===== src/hdl/ufc_pkg.sv =====
package ufc_pkg;
  // receive trigger selections
  localparam logic [1:0] TRIG_1  = 2'h0;
  localparam logic [1:0] TRIG_4  = 2'h1;
  localparam logic [1:0] TRIG_8  = 2'h2;
  localparam logic [1:0] TRIG_14 = 2'h3;
  localparam logic [4:0] LVL_1   = 5'h01;
  localparam logic [4:0] LVL_4   = 5'h04;
  localparam logic [4:0] LVL_8   = 5'h08;
  localparam logic [4:0] LVL_14  = 5'h0E;
  localparam logic [4:0] FIFO_DEPTH = 5'h10;
  // enhanced feature control bit positions
  localparam int EFC_SPECIAL  = 5;
  localparam int EFC_AUTORTS  = 6;
  localparam int EFC_AUTOCTS  = 7;
  // interrupt enable bit positions
  localparam int IEN_XOFF = 5;
  localparam int IEN_RTS  = 6;
  localparam int IEN_CTS  = 7;
  localparam logic [7:0] CHAR_RST = 8'h00;
  localparam logic [3:0] TOUT_CHARS = 4'h4;
  localparam logic [4:0] DATA_FIRST_TICK = 5'h18;
  // interrupt source codes, highest first
  localparam logic [2:0] SRC_NONE = 3'h0;
  localparam logic [2:0] SRC_TOUT = 3'h1;
  localparam logic [2:0] SRC_XOFF = 3'h2;
  localparam logic [2:0] SRC_CTS  = 3'h3;
  localparam logic [2:0] SRC_RTS  = 3'h4;
  typedef enum logic [1:0] {
    UFC_SW_IDLE = 2'b00,
    UFC_SW_HALF = 2'b01,
    UFC_SW_STOP = 2'b11
  } ufc_sw_t;
endpackage : ufc_pkg


===== src/hdl/ufc_fifo.sv =====
`timescale 1ns/1ps
module ufc_fifo #(
  parameter int W = 8,
  parameter int D = 8
) (
  input  wire logic         mclk_i,
  input  wire logic         rstn_i,
  // fill side
  input  wire logic         in_valid_i,
  output logic              in_ready_o,
  input  wire logic [W-1:0] in_data_i,
  // drain side
  output logic              out_valid_o,
  input  wire logic         out_ready_i,
  output logic [W-1:0]      out_data_o,
  output logic [$clog2(D):0] count_o
);
  localparam int AW = $clog2(D);
  logic [W-1:0]  mem_reg [D];
  logic [AW-1:0] wr_reg;
  logic [AW-1:0] rd_reg;
  logic [AW:0]   cnt_reg;
  wire push = in_valid_i & in_ready_o;
  wire pop  = out_valid_o & out_ready_i;
  assign in_ready_o  = (cnt_reg != (AW+1)'(D));
  assign out_valid_o = (cnt_reg != '0);
  assign out_data_o  = mem_reg[rd_reg];
  assign count_o     = cnt_reg;
  always_ff @(posedge mclk_i or negedge rstn_i) begin
    if (!rstn_i) begin
      wr_reg  <= '0;
      rd_reg  <= '0;
      cnt_reg <= '0;
    end else begin
      if (push) wr_reg <= (wr_reg == AW'(D-1)) ? '0 : wr_reg + 1'b1;
      if (pop) rd_reg <= (rd_reg == AW'(D-1)) ? '0 : rd_reg + 1'b1;
      cnt_reg <= cnt_reg + (AW+1)'(push) - (AW+1)'(pop);
    end
  end
  always_ff @(posedge mclk_i) begin
    if (push) mem_reg[wr_reg] <= in_data_i;
  end
  fifo_no_over_a: assert property (@(posedge mclk_i) disable iff (!rstn_i)
    cnt_reg <= (AW+1)'(D)) else $error("fifo count above depth");
endmodule : ufc_fifo


===== src/hdl/ufc_flow.sv =====
`timescale 1ns/1ps
// Behaviour
// - at trigger 1, 4 or 8, drop request-to-send when fill reaches it
// - keep accepting one more character after request-to-send drops
// - for 1, 4, 8, raise request-to-send once reads empty the FIFO, or on a read from a full FIFO
// - at trigger 14, drop at first data bit of sixteenth character
// - at 14, raise when one slot free and idle, or two free
// - with FIFO full, first host read raises request-to-send
// - auto clear-to-send samples before each character, sends while low
// - clear-to-send high before last stop middle holds next character
// - transmitter resumes when clear-to-send returns low
// - no clear-to-send interrupts while automatic flow control is on
// - bits 6 and 7 of enhanced feature control enable autoflow
// - stop-character match halts transmission after current character
// - stop match sets flow status and interrupt when enabled
// - while stopped, resume-character match restarts and clears flag
// - reset clears four character registers to zero
// - double mode needs two consecutive characters matching the pair; code compares the resume pair's second with off2, not on2
// - consumed flow-control characters are not stored in the FIFO
// - send stop characters at or above trigger, resume characters below it
// - special enable stores second-stop match and sets special flag
// - comparisons use configured word length, bit 0 is first bit
// - interrupt enable bits 5-7; modem-line sources lowest priority
// - time-out after 4 character times, restarts, never when empty
module ufc_flow #(
  parameter int DEPTH = 16,
  parameter int TXQ   = 8
) (
  input  wire logic       mclk_i,
  input  wire logic       rstn_i,
  // configuration
  input  wire logic [7:0] enhanced_feature_ctrl_i,
  input  wire logic [7:0] interrupt_enable_reg_i,
  input  wire logic [1:0] line_control_reg_i,
  input  wire logic [1:0] trig_sel_i,
  input  wire logic       double_char_i,
  input  wire logic       sw_rx_en_i,
  input  wire logic       sw_tx_en_i,
  input  wire logic [3:0] char_bits_i,
  // character register writes
  input  wire logic       char_we_i,
  input  wire logic [1:0] char_sel_i,
  input  wire logic [7:0] char_wdata_i,
  // receiver events
  input  wire logic       rx_valid_i,
  input  wire logic [7:0] rx_data_i,
  input  wire logic       rx_busy_i,
  input  wire logic [4:0] rx_tick_i,
  input  wire logic       rx_stop_mid_i,
  input  wire logic       tick16_i,
  // host receive buffer
  input  wire logic       rhb_read_i,
  output logic [7:0]      receive_holding_buffer_o,
  output logic            rhb_valid_o,
  output logic [4:0]      rx_level_o,
  // host transmit queue
  input  wire logic       tx_valid_i,
  output logic            tx_ready_o,
  input  wire logic [7:0] tx_data_i,
  // transmitter
  input  wire logic       tx_idle_i,
  input  wire logic       tx_stop_mid_i,
  output logic            tx_start_o,
  output logic [7:0]      tx_char_o,
  // modem lines
  input  wire logic       cts_n_i,
  output logic            rts_n_o,
  // status and interrupt
  output logic            flow_flag_o,
  output logic            special_flag_o,
  output logic [2:0]      interrupt_source_reg_o,
  output logic            irq_o
);
  logic [7:0] chars_reg [4];
  logic [4:0] lvl_reg;
  logic       rts_n_reg;
  logic       cts_hold_reg;
  logic       cts_prev_reg;
  logic       cts_chg_reg;
  logic       rts_chg_reg;
  logic       rts_prev_reg;
  logic       flow_reg;
  logic       spec_reg;
  logic       sent_stop_reg;
  logic       pend_reg;
  logic [1:0] pend_idx_reg;
  logic [7:0] cmp_mask;
  logic [7:0] dat_reg;
  logic       dat_v_reg;
  logic       tx_start_reg;
  logic [7:0] tx_char_reg;
  logic [9:0] tout_reg;
  logic       tout_reg_f;
  logic [9:0] tout_lim;
  ufc_pkg::ufc_sw_t sw_reg;
  ufc_pkg::ufc_sw_t sw_next;

  // reset clears the character registers
  always_ff @(posedge mclk_i or negedge rstn_i) begin
    if (!rstn_i) begin
      for (int i = 0; i < 4; i++) chars_reg[i] <= ufc_pkg::CHAR_RST;
    end else if (char_we_i) begin
      chars_reg[char_sel_i] <= char_wdata_i;
    end
  end
  wire [7:0] on1  = chars_reg[0];
  wire [7:0] on2  = chars_reg[1];
  wire [7:0] off1 = chars_reg[2];
  wire [7:0] off2 = chars_reg[3];

  // compare mask from word length
  assign cmp_mask = 8'hFF >> (2'h3 - line_control_reg_i);
  wire [7:0] rxm  = rx_data_i & cmp_mask;
  wire m_on1  = rxm == (on1 & cmp_mask);
  wire m_on2  = rxm == (on2 & cmp_mask);
  wire m_off1 = rxm == (off1 & cmp_mask);
  wire m_off2 = rxm == (off2 & cmp_mask);
  wire autorts = enhanced_feature_ctrl_i[ufc_pkg::EFC_AUTORTS];
  wire autocts = enhanced_feature_ctrl_i[ufc_pkg::EFC_AUTOCTS];
  wire special = enhanced_feature_ctrl_i[ufc_pkg::EFC_SPECIAL];

  // software flow detection
  wire stopped = (sw_reg == ufc_pkg::UFC_SW_STOP);
  wire first_on  = stopped ? m_on1 : m_off1;
  wire second_on = stopped ? m_on2 : m_off2;
  wire half = (sw_reg == ufc_pkg::UFC_SW_HALF);
  wire hit_one = sw_rx_en_i & rx_valid_i & ~double_char_i & first_on;
  wire hit_two = sw_rx_en_i & rx_valid_i & double_char_i & half
                 & second_on;
  wire hit_start = sw_rx_en_i & rx_valid_i & double_char_i & first_on
                   & (sw_reg != ufc_pkg::UFC_SW_HALF);
  wire hit = hit_one | hit_two;
  wire consumed = hit | hit_start;
  logic stop_ctx_reg;
  always_comb begin
    sw_next = sw_reg;
    case (sw_reg)
      ufc_pkg::UFC_SW_IDLE: begin
        if (hit_one) sw_next = ufc_pkg::UFC_SW_STOP;
        else if (hit_start) sw_next = ufc_pkg::UFC_SW_HALF;
      end
      ufc_pkg::UFC_SW_HALF: begin
        if (rx_valid_i)
          sw_next = hit_two ? (stop_ctx_reg ? ufc_pkg::UFC_SW_IDLE
                                            : ufc_pkg::UFC_SW_STOP)
                            : (stop_ctx_reg ? ufc_pkg::UFC_SW_STOP
                                            : ufc_pkg::UFC_SW_IDLE);
      end
      ufc_pkg::UFC_SW_STOP: begin
        if (hit_one) sw_next = ufc_pkg::UFC_SW_IDLE;
        else if (hit_start) sw_next = ufc_pkg::UFC_SW_HALF;
      end
      default: sw_next = ufc_pkg::UFC_SW_IDLE;
    endcase
    if (!sw_rx_en_i) sw_next = ufc_pkg::UFC_SW_IDLE;
  end
  wire xoff_hit = hit & ~(half ? stop_ctx_reg : stopped);
  wire xon_hit  = hit & (half ? stop_ctx_reg : stopped);
  wire spec_hit = special & rx_valid_i & m_off2;

  // receive fifo
  logic rx_in_ready;
  ufc_fifo #(.W(8), .D(DEPTH)) u_rx (
    .mclk_i      (mclk_i),
    .rstn_i      (rstn_i),
    .in_valid_i  (rx_valid_i & ~consumed),
    .in_ready_o  (rx_in_ready),
    .in_data_i   (rx_data_i),
    .out_valid_o (rhb_valid_o),
    .out_ready_i (rhb_read_i),
    .out_data_o  (receive_holding_buffer_o),
    .count_o     (rx_level_o)
  );

  // threshold selection
  always_comb begin
    case (trig_sel_i)
      ufc_pkg::TRIG_1: lvl_reg = ufc_pkg::LVL_1;
      ufc_pkg::TRIG_4: lvl_reg = ufc_pkg::LVL_4;
      ufc_pkg::TRIG_8: lvl_reg = ufc_pkg::LVL_8;
      default:         lvl_reg = ufc_pkg::LVL_14;
    endcase
  end
  wire is14 = trig_sel_i == ufc_pkg::TRIG_14;
  wire [4:0] free = ufc_pkg::FIFO_DEPTH - rx_level_o;
  wire at_trig = rx_level_o >= lvl_reg;
  // sixteenth character: fifo holds 15, first data bit seen
  wire rx16 = (rx_level_o == ufc_pkg::FIFO_DEPTH - 5'h01) & rx_busy_i
              & (rx_tick_i >= ufc_pkg::DATA_FIRST_TICK);
  wire full_read = (rx_level_o == ufc_pkg::FIFO_DEPTH) & rhb_read_i;
  wire drop_lo = ~is14 & at_trig;
  wire raise_lo = ~is14 & (rx_level_o == 5'h00);
  wire drop_14 = is14 & (rx16 | free == 5'h00);
  // the completing character still counts as in progress
  wire raise_14 = is14 & ((free >= 5'h01 & ~rx_busy_i & ~rx_valid_i)
                  | free > 5'h01);
  always_ff @(posedge mclk_i or negedge rstn_i) begin
    if (!rstn_i) begin
      rts_n_reg <= 1'b0;
    end else if (!autorts) begin
      rts_n_reg <= 1'b0;
    end else if (full_read) begin
      rts_n_reg <= 1'b0;
    end else if (drop_lo | drop_14) begin
      rts_n_reg <= 1'b1;
    end else if (raise_lo | raise_14) begin
      rts_n_reg <= 1'b0;
    end
  end
  assign rts_n_o = rts_n_reg;
  // fifo still takes the late character when rts has dropped
  rx_late_a: assert property (@(posedge mclk_i) disable iff (!rstn_i)
    (rts_n_o && !is14 && rx_level_o < ufc_pkg::FIFO_DEPTH) |-> rx_in_ready)
    else $error("late character refused");
  rts_drop_a: assert property (@(posedge mclk_i) disable iff (!rstn_i)
    (autorts && !is14 && at_trig && !rhb_read_i) |=> rts_n_o)
    else $error("rts not dropped at trigger");
  rts_full_a: assert property (@(posedge mclk_i) disable iff (!rstn_i)
    (autorts && full_read) |=> !rts_n_o)
    else $error("full read did not raise rts");
  rts_empty_a: assert property (@(posedge mclk_i) disable iff (!rstn_i)
    (autorts && !is14 && $past(rx_level_o) != 0 && rx_level_o != 0
     && !$past(full_read) && $past(rts_n_o)) |-> rts_n_o)
    else $error("rts raised before empty");
  rts_late14_a: assert property (@(posedge mclk_i) disable iff (!rstn_i)
    (autorts && is14 && rx16) |=> rts_n_o)
    else $error("rts not dropped on sixteenth");
  rts_rearm14_a: assert property (@(posedge mclk_i) disable iff (!rstn_i)
    (autorts && raise_14) |=> !rts_n_o)
    else $error("rts not raised with free slot");

  // transmit queue and gate
  logic [7:0] q_data;
  logic       q_valid;
  logic       q_pop;
  ufc_fifo #(.W(8), .D(TXQ)) u_tx (
    .mclk_i      (mclk_i),
    .rstn_i      (rstn_i),
    .in_valid_i  (tx_valid_i),
    .in_ready_o  (tx_ready_o),
    .in_data_i   (tx_data_i),
    .out_valid_o (q_valid),
    .out_ready_i (q_pop),
    .out_data_o  (q_data),
    .count_o     ()
  );
  // clear-to-send sampled at last stop middle and while idle
  always_ff @(posedge mclk_i or negedge rstn_i) begin
    if (!rstn_i) begin
      cts_hold_reg <= 1'b0;
    end else if (tx_stop_mid_i | tx_idle_i) begin
      cts_hold_reg <= autocts & cts_n_i;
    end
  end
  wire tx_hold_sw = sw_tx_en_i & stopped;
  wire cts_go = ~cts_hold_reg & ~(autocts & cts_n_i);
  // pending flow characters to send
  wire want_off = sw_tx_en_i & at_trig & ~sent_stop_reg;
  wire want_on  = sw_tx_en_i & ~at_trig & sent_stop_reg;
  wire can_start = tx_idle_i & ~tx_start_reg & cts_go;
  wire send_ctl = can_start & (pend_reg | want_off | want_on);
  assign q_pop = can_start & ~send_ctl & ~tx_hold_sw & q_valid;
  wire [1:0] next_ctl = pend_reg ? pend_idx_reg
                        : (want_off ? 2'h2 : 2'h0);
  always_ff @(posedge mclk_i or negedge rstn_i) begin
    if (!rstn_i) begin
      tx_start_reg  <= 1'b0;
      tx_char_reg   <= 8'h00;
      sent_stop_reg <= 1'b0;
      pend_reg      <= 1'b0;
      pend_idx_reg  <= 2'h0;
    end else begin
      tx_start_reg <= send_ctl | q_pop;
      if (send_ctl) begin
        tx_char_reg <= chars_reg[next_ctl];
        if (!pend_reg) sent_stop_reg <= want_off;
        pend_reg <= ~pend_reg & double_char_i;
        pend_idx_reg <= next_ctl + 2'h1;
      end else if (q_pop) begin
        tx_char_reg <= q_data;
      end
    end
  end
  assign tx_start_o = tx_start_reg;
  assign tx_char_o  = tx_char_reg;
  cts_block_a: assert property (@(posedge mclk_i) disable iff (!rstn_i)
    (autocts && cts_n_i && tx_idle_i) |=> !tx_start_o)
    else $error("character sent while cts high");
  sw_halt_a: assert property (@(posedge mclk_i) disable iff (!rstn_i)
    (sw_tx_en_i && stopped) |-> !q_pop)
    else $error("data sent while stopped");
  sw_nostart_a: assert property (@(posedge mclk_i) disable iff (!rstn_i)
    (sw_tx_en_i && stopped && !send_ctl) |=> !tx_start_o)
    else $error("start while stopped");
  stop_char_a: assert property (@(posedge mclk_i) disable iff (!rstn_i)
    (send_ctl && !pend_reg && want_off) |=> tx_char_o == off1)
    else $error("wrong stop character sent");

  // state, flags and time-out
  always_ff @(posedge mclk_i or negedge rstn_i) begin
    if (!rstn_i) begin
      sw_reg       <= ufc_pkg::UFC_SW_IDLE;
      stop_ctx_reg <= 1'b0;
      flow_reg     <= 1'b0;
      spec_reg     <= 1'b0;
      cts_prev_reg <= 1'b0;
      cts_chg_reg  <= 1'b0;
      rts_chg_reg  <= 1'b0;
      rts_prev_reg <= 1'b0;
      tout_reg     <= '0;
      tout_reg_f   <= 1'b0;
      dat_reg      <= 8'h00;
      dat_v_reg    <= 1'b0;
    end else begin
      sw_reg <= sw_next;
      if (hit_start) stop_ctx_reg <= stopped;
      if (xoff_hit) flow_reg <= 1'b1;
      else if (xon_hit) flow_reg <= 1'b0;
      if (spec_hit) spec_reg <= 1'b1;
      else if (rhb_read_i) spec_reg <= 1'b0;
      cts_prev_reg <= cts_n_i;
      if ((cts_prev_reg != cts_n_i) & ~autocts) cts_chg_reg <= 1'b1;
      else if (rhb_read_i) cts_chg_reg <= 1'b0;
      rts_prev_reg <= rts_n_reg;
      if (rts_prev_reg != rts_n_reg) rts_chg_reg <= 1'b1;
      else if (rhb_read_i) rts_chg_reg <= 1'b0;
      dat_reg   <= rx_data_i;
      dat_v_reg <= rx_valid_i;
      if (rx_stop_mid_i | rhb_read_i | !rhb_valid_o) begin
        tout_reg   <= '0;
        tout_reg_f <= 1'b0;
      end else if (tick16_i & ~tout_reg_f) begin
        if (tout_reg == tout_lim) tout_reg_f <= 1'b1;
        else tout_reg <= tout_reg + 10'h001;
      end
    end
  end
  // four character times of start, data, parity and stop, in 16x ticks
  assign tout_lim = 10'(ufc_pkg::TOUT_CHARS) * 10'(char_bits_i) * 10'h010;
  tout_empty_a: assert property (@(posedge mclk_i) disable iff (!rstn_i)
    !rhb_valid_o |=> !tout_reg_f)
    else $error("time-out with empty fifo");
  xoff_flag_a: assert property (@(posedge mclk_i) disable iff (!rstn_i)
    xoff_hit |=> flow_flag_o)
    else $error("stop match did not set flag");
  xon_clear_a: assert property (@(posedge mclk_i) disable iff (!rstn_i)
    xon_hit |=> !flow_flag_o)
    else $error("resume match did not clear flag");
  spec_flag_a: assert property (@(posedge mclk_i) disable iff (!rstn_i)
    spec_hit |=> special_flag_o)
    else $error("special match not flagged");
  cts_quiet_a: assert property (@(posedge mclk_i) disable iff (!rstn_i)
    (autocts && !cts_chg_reg) |=> !cts_chg_reg)
    else $error("cts change flagged under autoflow");

  // priority: time-out, stop match, then clear and request lines
  wire en_x = interrupt_enable_reg_i[ufc_pkg::IEN_XOFF];
  wire en_r = interrupt_enable_reg_i[ufc_pkg::IEN_RTS];
  wire en_c = interrupt_enable_reg_i[ufc_pkg::IEN_CTS];
  wire [2:0] src = tout_reg_f ? ufc_pkg::SRC_TOUT
                 : ((flow_reg | spec_reg) & en_x) ? ufc_pkg::SRC_XOFF
                 : (cts_chg_reg & en_c) ? ufc_pkg::SRC_CTS
                 : (rts_chg_reg & en_r) ? ufc_pkg::SRC_RTS
                 : ufc_pkg::SRC_NONE;
  assign interrupt_source_reg_o = src;
  assign irq_o          = src != ufc_pkg::SRC_NONE;
  irq_prio_a: assert property (@(posedge mclk_i) disable iff (!rstn_i)
    (!tout_reg_f && flow_reg && en_x && cts_chg_reg && en_c)
    |-> interrupt_source_reg_o == ufc_pkg::SRC_XOFF)
    else $error("modem line source not masked");
  assign flow_flag_o    = flow_reg;
  assign special_flag_o = spec_reg;
endmodule : ufc_flow


===== config.mk =====
export PLATFORM = sky130hd
export DESIGN_NAME = ufc_flow
export DESIGN_NICKNAME = d
export VERILOG_FILES = /design/src/hdl/ufc_pkg.sv /design/src/hdl/ufc_fifo.sv /design/src/hdl/ufc_flow.sv
export SDC_FILE = /design/constraint.sdc
export NUM_CORES = 1
export LEC_CHECK = 0
export BUFFER_PORTS_ARGS = -buffer_cell sky130_fd_sc_hd__buf_4
export CORE_MARGIN = 10
export CORE_UTILIZATION = 51
export DETAILED_ROUTE_END_ITERATION = 6
export PLACE_DENSITY = 0.72
export SLEW_MARGIN = 5
export SYNTH_ARGS = -nofsm -noshare
export SYNTH_HDL_FRONTEND = slang
export SYNTH_SLANG_ARGS = --single-unit

===== constraint.sdc =====
create_clock -name mclk_i -period 2.8 [get_ports mclk_i]
set_input_delay 0.42 -clock mclk_i [delete_from_list [all_inputs] [get_ports mclk_i]]
set_output_delay 0.42 -clock mclk_i [all_outputs]
set_load 0.01 [all_outputs]

==> flow_metrics.env, run 1 <==
export IMPL_outcome="finished, violations left"
export IMPL_violations="setup timing"
export IMPL_start_kind="flop"
export IMPL_skew_ns=0.0104
export IMPL_multi_input_area_mm2=0.00442
export IMPL_die_area_mm2=0.0312
export IMPL_route_detailed_drc=0
export IMPL_fin_crit_sh_pct=102
export IMPL_antenna_found_initial=0
export IMPL_synth_simple_area_share_pct=6.84
export IMPL_synth_top_family_by_area="multiplexers"
export IMPL_gr_total_overflow=0
export IMPL_holdPathStages=1
export IMPL_rsz0062_at_grt="true"
export IMPL_maxSlewHeadroom_pct=28.3
export IMPL_crit_chain="buf_12 -> buf_16 -> mux4_2 -> mux4_2 -> buf_6"
export IMPL_arrival_ns=2.43
export IMPL_largest_reg_flops=128
export IMPL_worst_setup_path_type="reg -> out"
export IMPL_finalHoldViolations=0
export IMPL_final_common_cell="edfxtp_1"
export IMPL_hold_class="in -> reg"
export IMPL_ys_warn_count=0
export IMPL_grt_util_met1_pct=25.7
export IMPL_drive_above_1_share_pct=36.2
export IMPL_synth_area_mux_share_pct=16.1
export IMPL_viasPerCell=5.70
export IMPL_synth_top_area_cell="edfxtp_1"
export IMPL_regArea_mm2=0.00802
export IMPL_worst_slack_ns=-0.0457
export IMPL_crit_fanout=8
export IMPL_fillCellCount=1743
export IMPL_ir_drop_uv=588
export IMPL_whs_ns=0.0289
export IMPL_clock_sinks=282
export IMPL_place_gp_congestion=0.856
export IMPL_synth_xor_area_share_pct=2.72
export IMPL_die_y_um=177
export IMPL_worst_path_max_delay_cell="mux4_2"
export IMPL_clkTransAtPathRegs_ns=0.06
export IMPL_clkLatencyLatePin_ns=0.54
export IMPL_synth_seq_area_share_pct=64.0
export IMPL_dr_total_vias=7507
export IMPL_avgRoutedWirePerCell_um=22.4
export IMPL_drt_iter0_drc=718
export IMPL_ios=101
export IMPL_worst_pin_slew_ns=1.07
export IMPL_met3_usage_pct=3.67
export IMPL_grt_pass1_wl_um=44600
export IMPL_busiest_layer="met2"
export IMPL_synth_compound_area_share_pct=4.55
export IMPL_die_x_um=177
export IMPL_grt_max_degree=37
export IMPL_fin_nets=1077
export IMPL_io_buffers=87
export IMPL_synth_avg_cell_area_um2=15.7
export IMPL_core_area_mm2=0.0242
export IMPL_synth_edff_count=192
export IMPL_first_pass_iters=5
export IMPL_power_density_mw_per_mm2=948
export IMPL_place_detailed_hpwl_um=19400
export IMPL_grt_pass1_vias=7587
export IMPL_cts_made_buffers=29
export IMPL_maxCapViolations=0
export IMPL_yosysTopAreaCellShare_pct=46.0
export IMPL_synth_ff_type="edfxtp_1"
export IMPL_grt_use_met2_pct=29.1
export IMPL_netlist_instances=797
export IMPL_max_stage_delay_ns=0.51
export IMPL_clock_fmax_ghz=0.351
export IMPL_area_growth_pct=22.8
export IMPL_critPathRequiredTime_ns=2.38
export IMPL_synth_cell_types=64
export IMPL_synth_area_leaders="edfxtp_1 (46%), dfrtp_1 (18%), mux4_2 (12%)"
export IMPL_cpMostUsedCell="mux4_2"
export IMPL_cts_tree="yes"
export IMPL_grt_util_all_layers_pct=18.5
export IMPL_fp_row_count=57
export IMPL_htree_levels=1
export IMPL_synthArstFlopShare_pct=31.9
export IMPL_dp_cells=1251
export IMPL_synth_nets=902
export IMPL_drt_wl_total_um=29600
export IMPL_period_minus_slack_ns=2.85
export IMPL_tns_ns=-0.186
export IMPL_reg2regPathDepth=7
export IMPL_layout_common_cells="edfxtp_1 (192), buf_4 (150), dfrtp_1 (88)"
export IMPL_setup_viol=7
export IMPL_syn_cell_area_mm2=0.0125
export IMPL_initial_core_util_pct=51.7
export IMPL_final_cells=1318
export IMPL_slew_violations=0
export IMPL_antenna_left=0
export IMPL_cts_max_path_buffers=3
export IMPL_cp_end_kind="output port"
export IMPL_ys_seq_elements=282
export IMPL_cts_root_buffer="clkbuf_16"
export IMPL_power_leakage_nw=5.84
export IMPL_antennaDiodeCount=0
export IMPL_synthAdderAreaFrac_pct=3.62
-- worst paths after layout --
path                                     start                           to  slack [ns]
worst max-delay path            u_rx.rd_reg[0]  receive_holding_buffer_o[3]       -0.05
max in group asynchronous               rstn_i               u_rx.rd_reg[3]        1.75
min in group asynchronous               rstn_i                  tout_reg[5]        0.38
worst min-delay path                   cts_n_i                 cts_prev_reg        0.03
worst max register to register       sw_reg[1]          u_rx.mem_reg[12][1]        0.07
worst min register to register    cts_hold_reg                 cts_hold_reg        0.48
-- kinds of logic (layout without fill, tap and decap cells) --
family,count (synthesis),after routing
and+or+nand+nor,176,176
adders and majority gates,35,35
AOI/OAI and AO/OA,82,82
muxes,116,116
DFF,282,282
xor gates and xnor gates,38,38
buffers and inverters,68,265
-- Yosys cell counts, types with 2 or more instances --
cell type / number
nand2b_1: 3
nand2_1: 57
o211ai_1: 3
or2_2: 2
nand3_1: 18
mux2_2: 38
dfrtp_1: 90
mux2i_1: 13
a311oi_1: 2
xnor2_1: 21
buf_2: 2
a31oi_1: 4
nand3b_1: 5
edfxtp_1: 192
nor2b_1: 4
buf_1: 7
fa_1: 2
o22ai_1: 2
nand4_1: 6
inv_1: 40
or3_1: 4
clkbuf_1: 17
mux4_2: 64
ha_1: 33
o31a_1: 2
nor3b_1: 4
xor2_1: 16
nor2_1: 43
and2_1: 6
nor3_1: 10
nor4b_1: 5
o21ai_0: 34
a21oi_1: 14
a21o_1: 3
nor4_1: 2
-- stage by stage --
step           setup WS, ns  cell area (µm²)  util (%)  power [mW]
4_1_cts             -0.0602            15200      62.5        14.4
5_1_grt              -0.119            15400      63.5        15.3
2_1_floorplan        -0.164            12500         -        8.60
3_3_place_gp        -0.0968            14100      58.0        10.2
6_report            -0.0457            15400      63.5        14.6
3_5_place_dp         -0.126            14100      58.0        10.4
-- critical path: cells and delay by family, from the launching register on --
family   cells  cell delay, ns
flops        1            0.42
buf+inv      3            0.44
mux          2            1.02
-- repair_timing --
| item | in CTS | in global routing |
|---|---|---|
| endpoints found under the hold margin | 34 | 0 |
| gates resized for setup | 11 | 34 |
| setup buffers | 3 | 6 |
| hold buffers | 1 | 0 |
| cloned | 3 | 2 |
| endpoints found under the setup margin | 66 | 63 |
| pin swaps | 2 | 14 |
-- metal layers --
| layer | vias up | routed length (µm) |
|---|---|---|
| met5 | - | 0 |
| met4 | 0 | 671 |
| met3 | 43 | 2000 |
| met2 | 271 | 14200 |
| met1 | 3802 | 12700 |
| li1 | 3391 | - |
-- layout make-up --
type                            count  share of cell area, %
Sequential cell                   282                   52.1
Timing Repair Buffer              171                   9.51
Clock buffer                       36                   5.11
Multi-Input combinational cell    447                   28.7
Inverter                           41                   1.02
Tap cell                          324                   2.63
Clock inverter                     17                  0.895
-- power by group --
part,internal (mW),switching (mW)
sequential,5.17,0.645
clock,2.17,1.56
combinational,2.72,2.32
total,10.1,4.53
No activity file was read; power rests on OpenSTA's default activity.
==> run 2, diff against run 1 <==
--- a/config.mk
+++ b/config.mk
@@ -10,6 +10,7 @@
 export CORE_UTILIZATION = 51
 export DETAILED_ROUTE_END_ITERATION = 6
 export PLACE_DENSITY = 0.72
+export REMOVE_ABC_BUFFERS = 1
 export SLEW_MARGIN = 5
 export SYNTH_ARGS = -nofsm -noshare
 export SYNTH_HDL_FRONTEND = slang
==> flow_metrics.env, run 2 (synthesis gave the netlist of run 1 again) <==
export IMPL_path_buf_inv=2
export IMPL_antennaDiodeCount=0
export IMPL_worst_slack_ns=-0.0248
export IMPL_ios=101
export IMPL_die_area_mm2=0.0312
export IMPL_gr_total_overflow=0
export IMPL_cts_root_buffer="clkbuf_16"
export IMPL_first_pass_iters=5
export IMPL_hold_class="in -> reg"
export IMPL_period_minus_slack_ns=2.82
export IMPL_violations="setup timing"
export IMPL_rsz0062_at_grt="true"
export IMPL_placed_area_mm2=0.0141
export IMPL_largest_reg_flops=128
export IMPL_final_common_cell="edfxtp_1"
export IMPL_cp_top_family="multiplexers"
export IMPL_cts_tree="yes"
export IMPL_slew_violations=0
export IMPL_worst_setup_path_type="reg -> out"
export IMPL_power_density_mw_per_mm2=934
export IMPL_drive_above_1_share_pct=34.8
export IMPL_grt_util_all_layers_pct=16.6
export IMPL_maxSlewHeadroom_pct=49.1
export IMPL_die_x_um=177
export IMPL_max_stage_delay_ns=0.56
export IMPL_antenna_found_initial=0
export IMPL_cts_made_buffers=29
export IMPL_drt_iter0_drc=452
export IMPL_crit_fanout=15
export IMPL_fp_row_count=57
export IMPL_power_leakage_nw=5.77
export IMPL_antenna_left=0
export IMPL_start_kind="flop"
export IMPL_place_gp_congestion=0.797
export IMPL_fin_nets=1073
export IMPL_route_detailed_drc=0
export IMPL_finalHoldViolations=0
export IMPL_die_y_um=177
export IMPL_clock_fmax_ghz=0.354
export IMPL_skew_ns=0.00909
export IMPL_maxCapViolations=0
export IMPL_dr_total_vias=7244
export IMPL_grt_max_degree=47
export IMPL_grt_pass1_vias=7507
export IMPL_clkLatencyLatePin_ns=0.56
export IMPL_cp_end_kind="output port"
export IMPL_core_area_mm2=0.0242
export IMPL_worst_pin_slew_ns=0.763
export IMPL_crit_chain="buf_12 -> mux4_2 -> mux4_2 -> buf_6"
export IMPL_setup_viol=2
export IMPL_outcome="finished, violations left"
export IMPL_drt_wl_total_um=26300
export IMPL_initial_core_util_pct=51.7
export IMPL_arrival_ns=2.40
export IMPL_fin_crit_sh_pct=101
export IMPL_viasPerCell=5.52
export IMPL_ir_drop_uv=716
export IMPL_critPathRequiredTime_ns=2.38
export IMPL_htree_levels=1
export IMPL_area_growth_pct=21.8
export IMPL_finalInstanceArea_mm2=0.0153
export IMPL_io_buffers=87
export IMPL_clock_sinks=282
export IMPL_reg2reg_slack_ns=0.04
export IMPL_worst_path_max_delay_cell="mux4_2"
export IMPL_place_detailed_hpwl_um=18300
export IMPL_p_total_mw=14.2
export IMPL_clkTransAtPathRegs_ns=0.06
export IMPL_cts_max_path_buffers=3
export IMPL_avgRoutedWirePerCell_um=20.0
export IMPL_cpMostUsedCell="mux4_2"
export IMPL_layout_common_cells="edfxtp_1 (192), buf_4 (147), dfrtp_1 (89)"
export IMPL_grt_pass1_wl_um=41300
run 2: through the flow:
step	setup slack (ns)	utilization [%]	hold slack [ns]	instances	setup TNS (ns)
final	-0.0248	62.9	0.0475	1313	-0.0364
after global routing	-0.105	62.9	0.0375	1313	-0.803
after CTS	-0.0385	62.5	0.0252	1310	-0.184
after detailed placement	-0.322	58.0	0.481	1250	-7.92
after global placement	-0.221	58.0	0.467	1250	-4.39
after floorplan	-0.312	-	0.124	770	-13.57
run 2: worst paths after layout:
kind,to,startpoint,cells after the start
min in group asynchronous,rts_chg_reg,rstn_i,2
worst min register to register,cts_hold_reg,cts_hold_reg,2
worst max register to register,u_rx.count_o[4],sw_reg[1],16
worst min-delay path,cts_chg_reg,enhanced_feature_ctrl_i[7],2
worst max-delay path,receive_holding_buffer_o[2],u_rx.rd_reg[0],4
max in group asynchronous,off2[4],rstn_i,3
run 2: area by class of cell:
class	count	area, µm²
repair buffers	167	1390
flip-flops and latches	282	8020
fillers	1739	8990
inverters	41	154
clock inverters	18	154
well taps	324	405
multi-input cells	447	4380
clock buffers	34	744
run 2: where the power goes:
group	internal, mW	switching, mW
clock	2.08	1.58
combinational	2.63	2.18
sequential	5.17	0.605
total	9.88	4.36
run 2: worst register-to-register path: cells and delay by family (launching register included):
kind                     cells  cell delay, ns
XOR/XNOR                     1            0.13
multiplexers                 1            0.21
flip-flops                   1            0.35
AND/OR/NAND/NOR              5            0.52
adder cells (fa/ha/maj)      2            0.36
AO/OA/AOI/OAI                3            0.80
buffers and inverters        4            0.32
run 2: layer usage:
| layer | GRT usage [%] | routed length (µm) |
|---|---|---|
| met5 | 0 | 0 |
| met1 | 20.4 | 10800 |
| met4 | 3.96 | 502 |
| met2 | 29.7 | 13800 |
| met3 | 3.11 | 1180 |
run 2: what timing repair did:
action,4_1_cts,5_1_grt
hold endpoints to repair,45,0
endpoints found under the setup margin,93,45
cloned,2,0
setup buffers,4,3
resized for setup,19,22
pin swaps,2,14
hold buffers,2,0
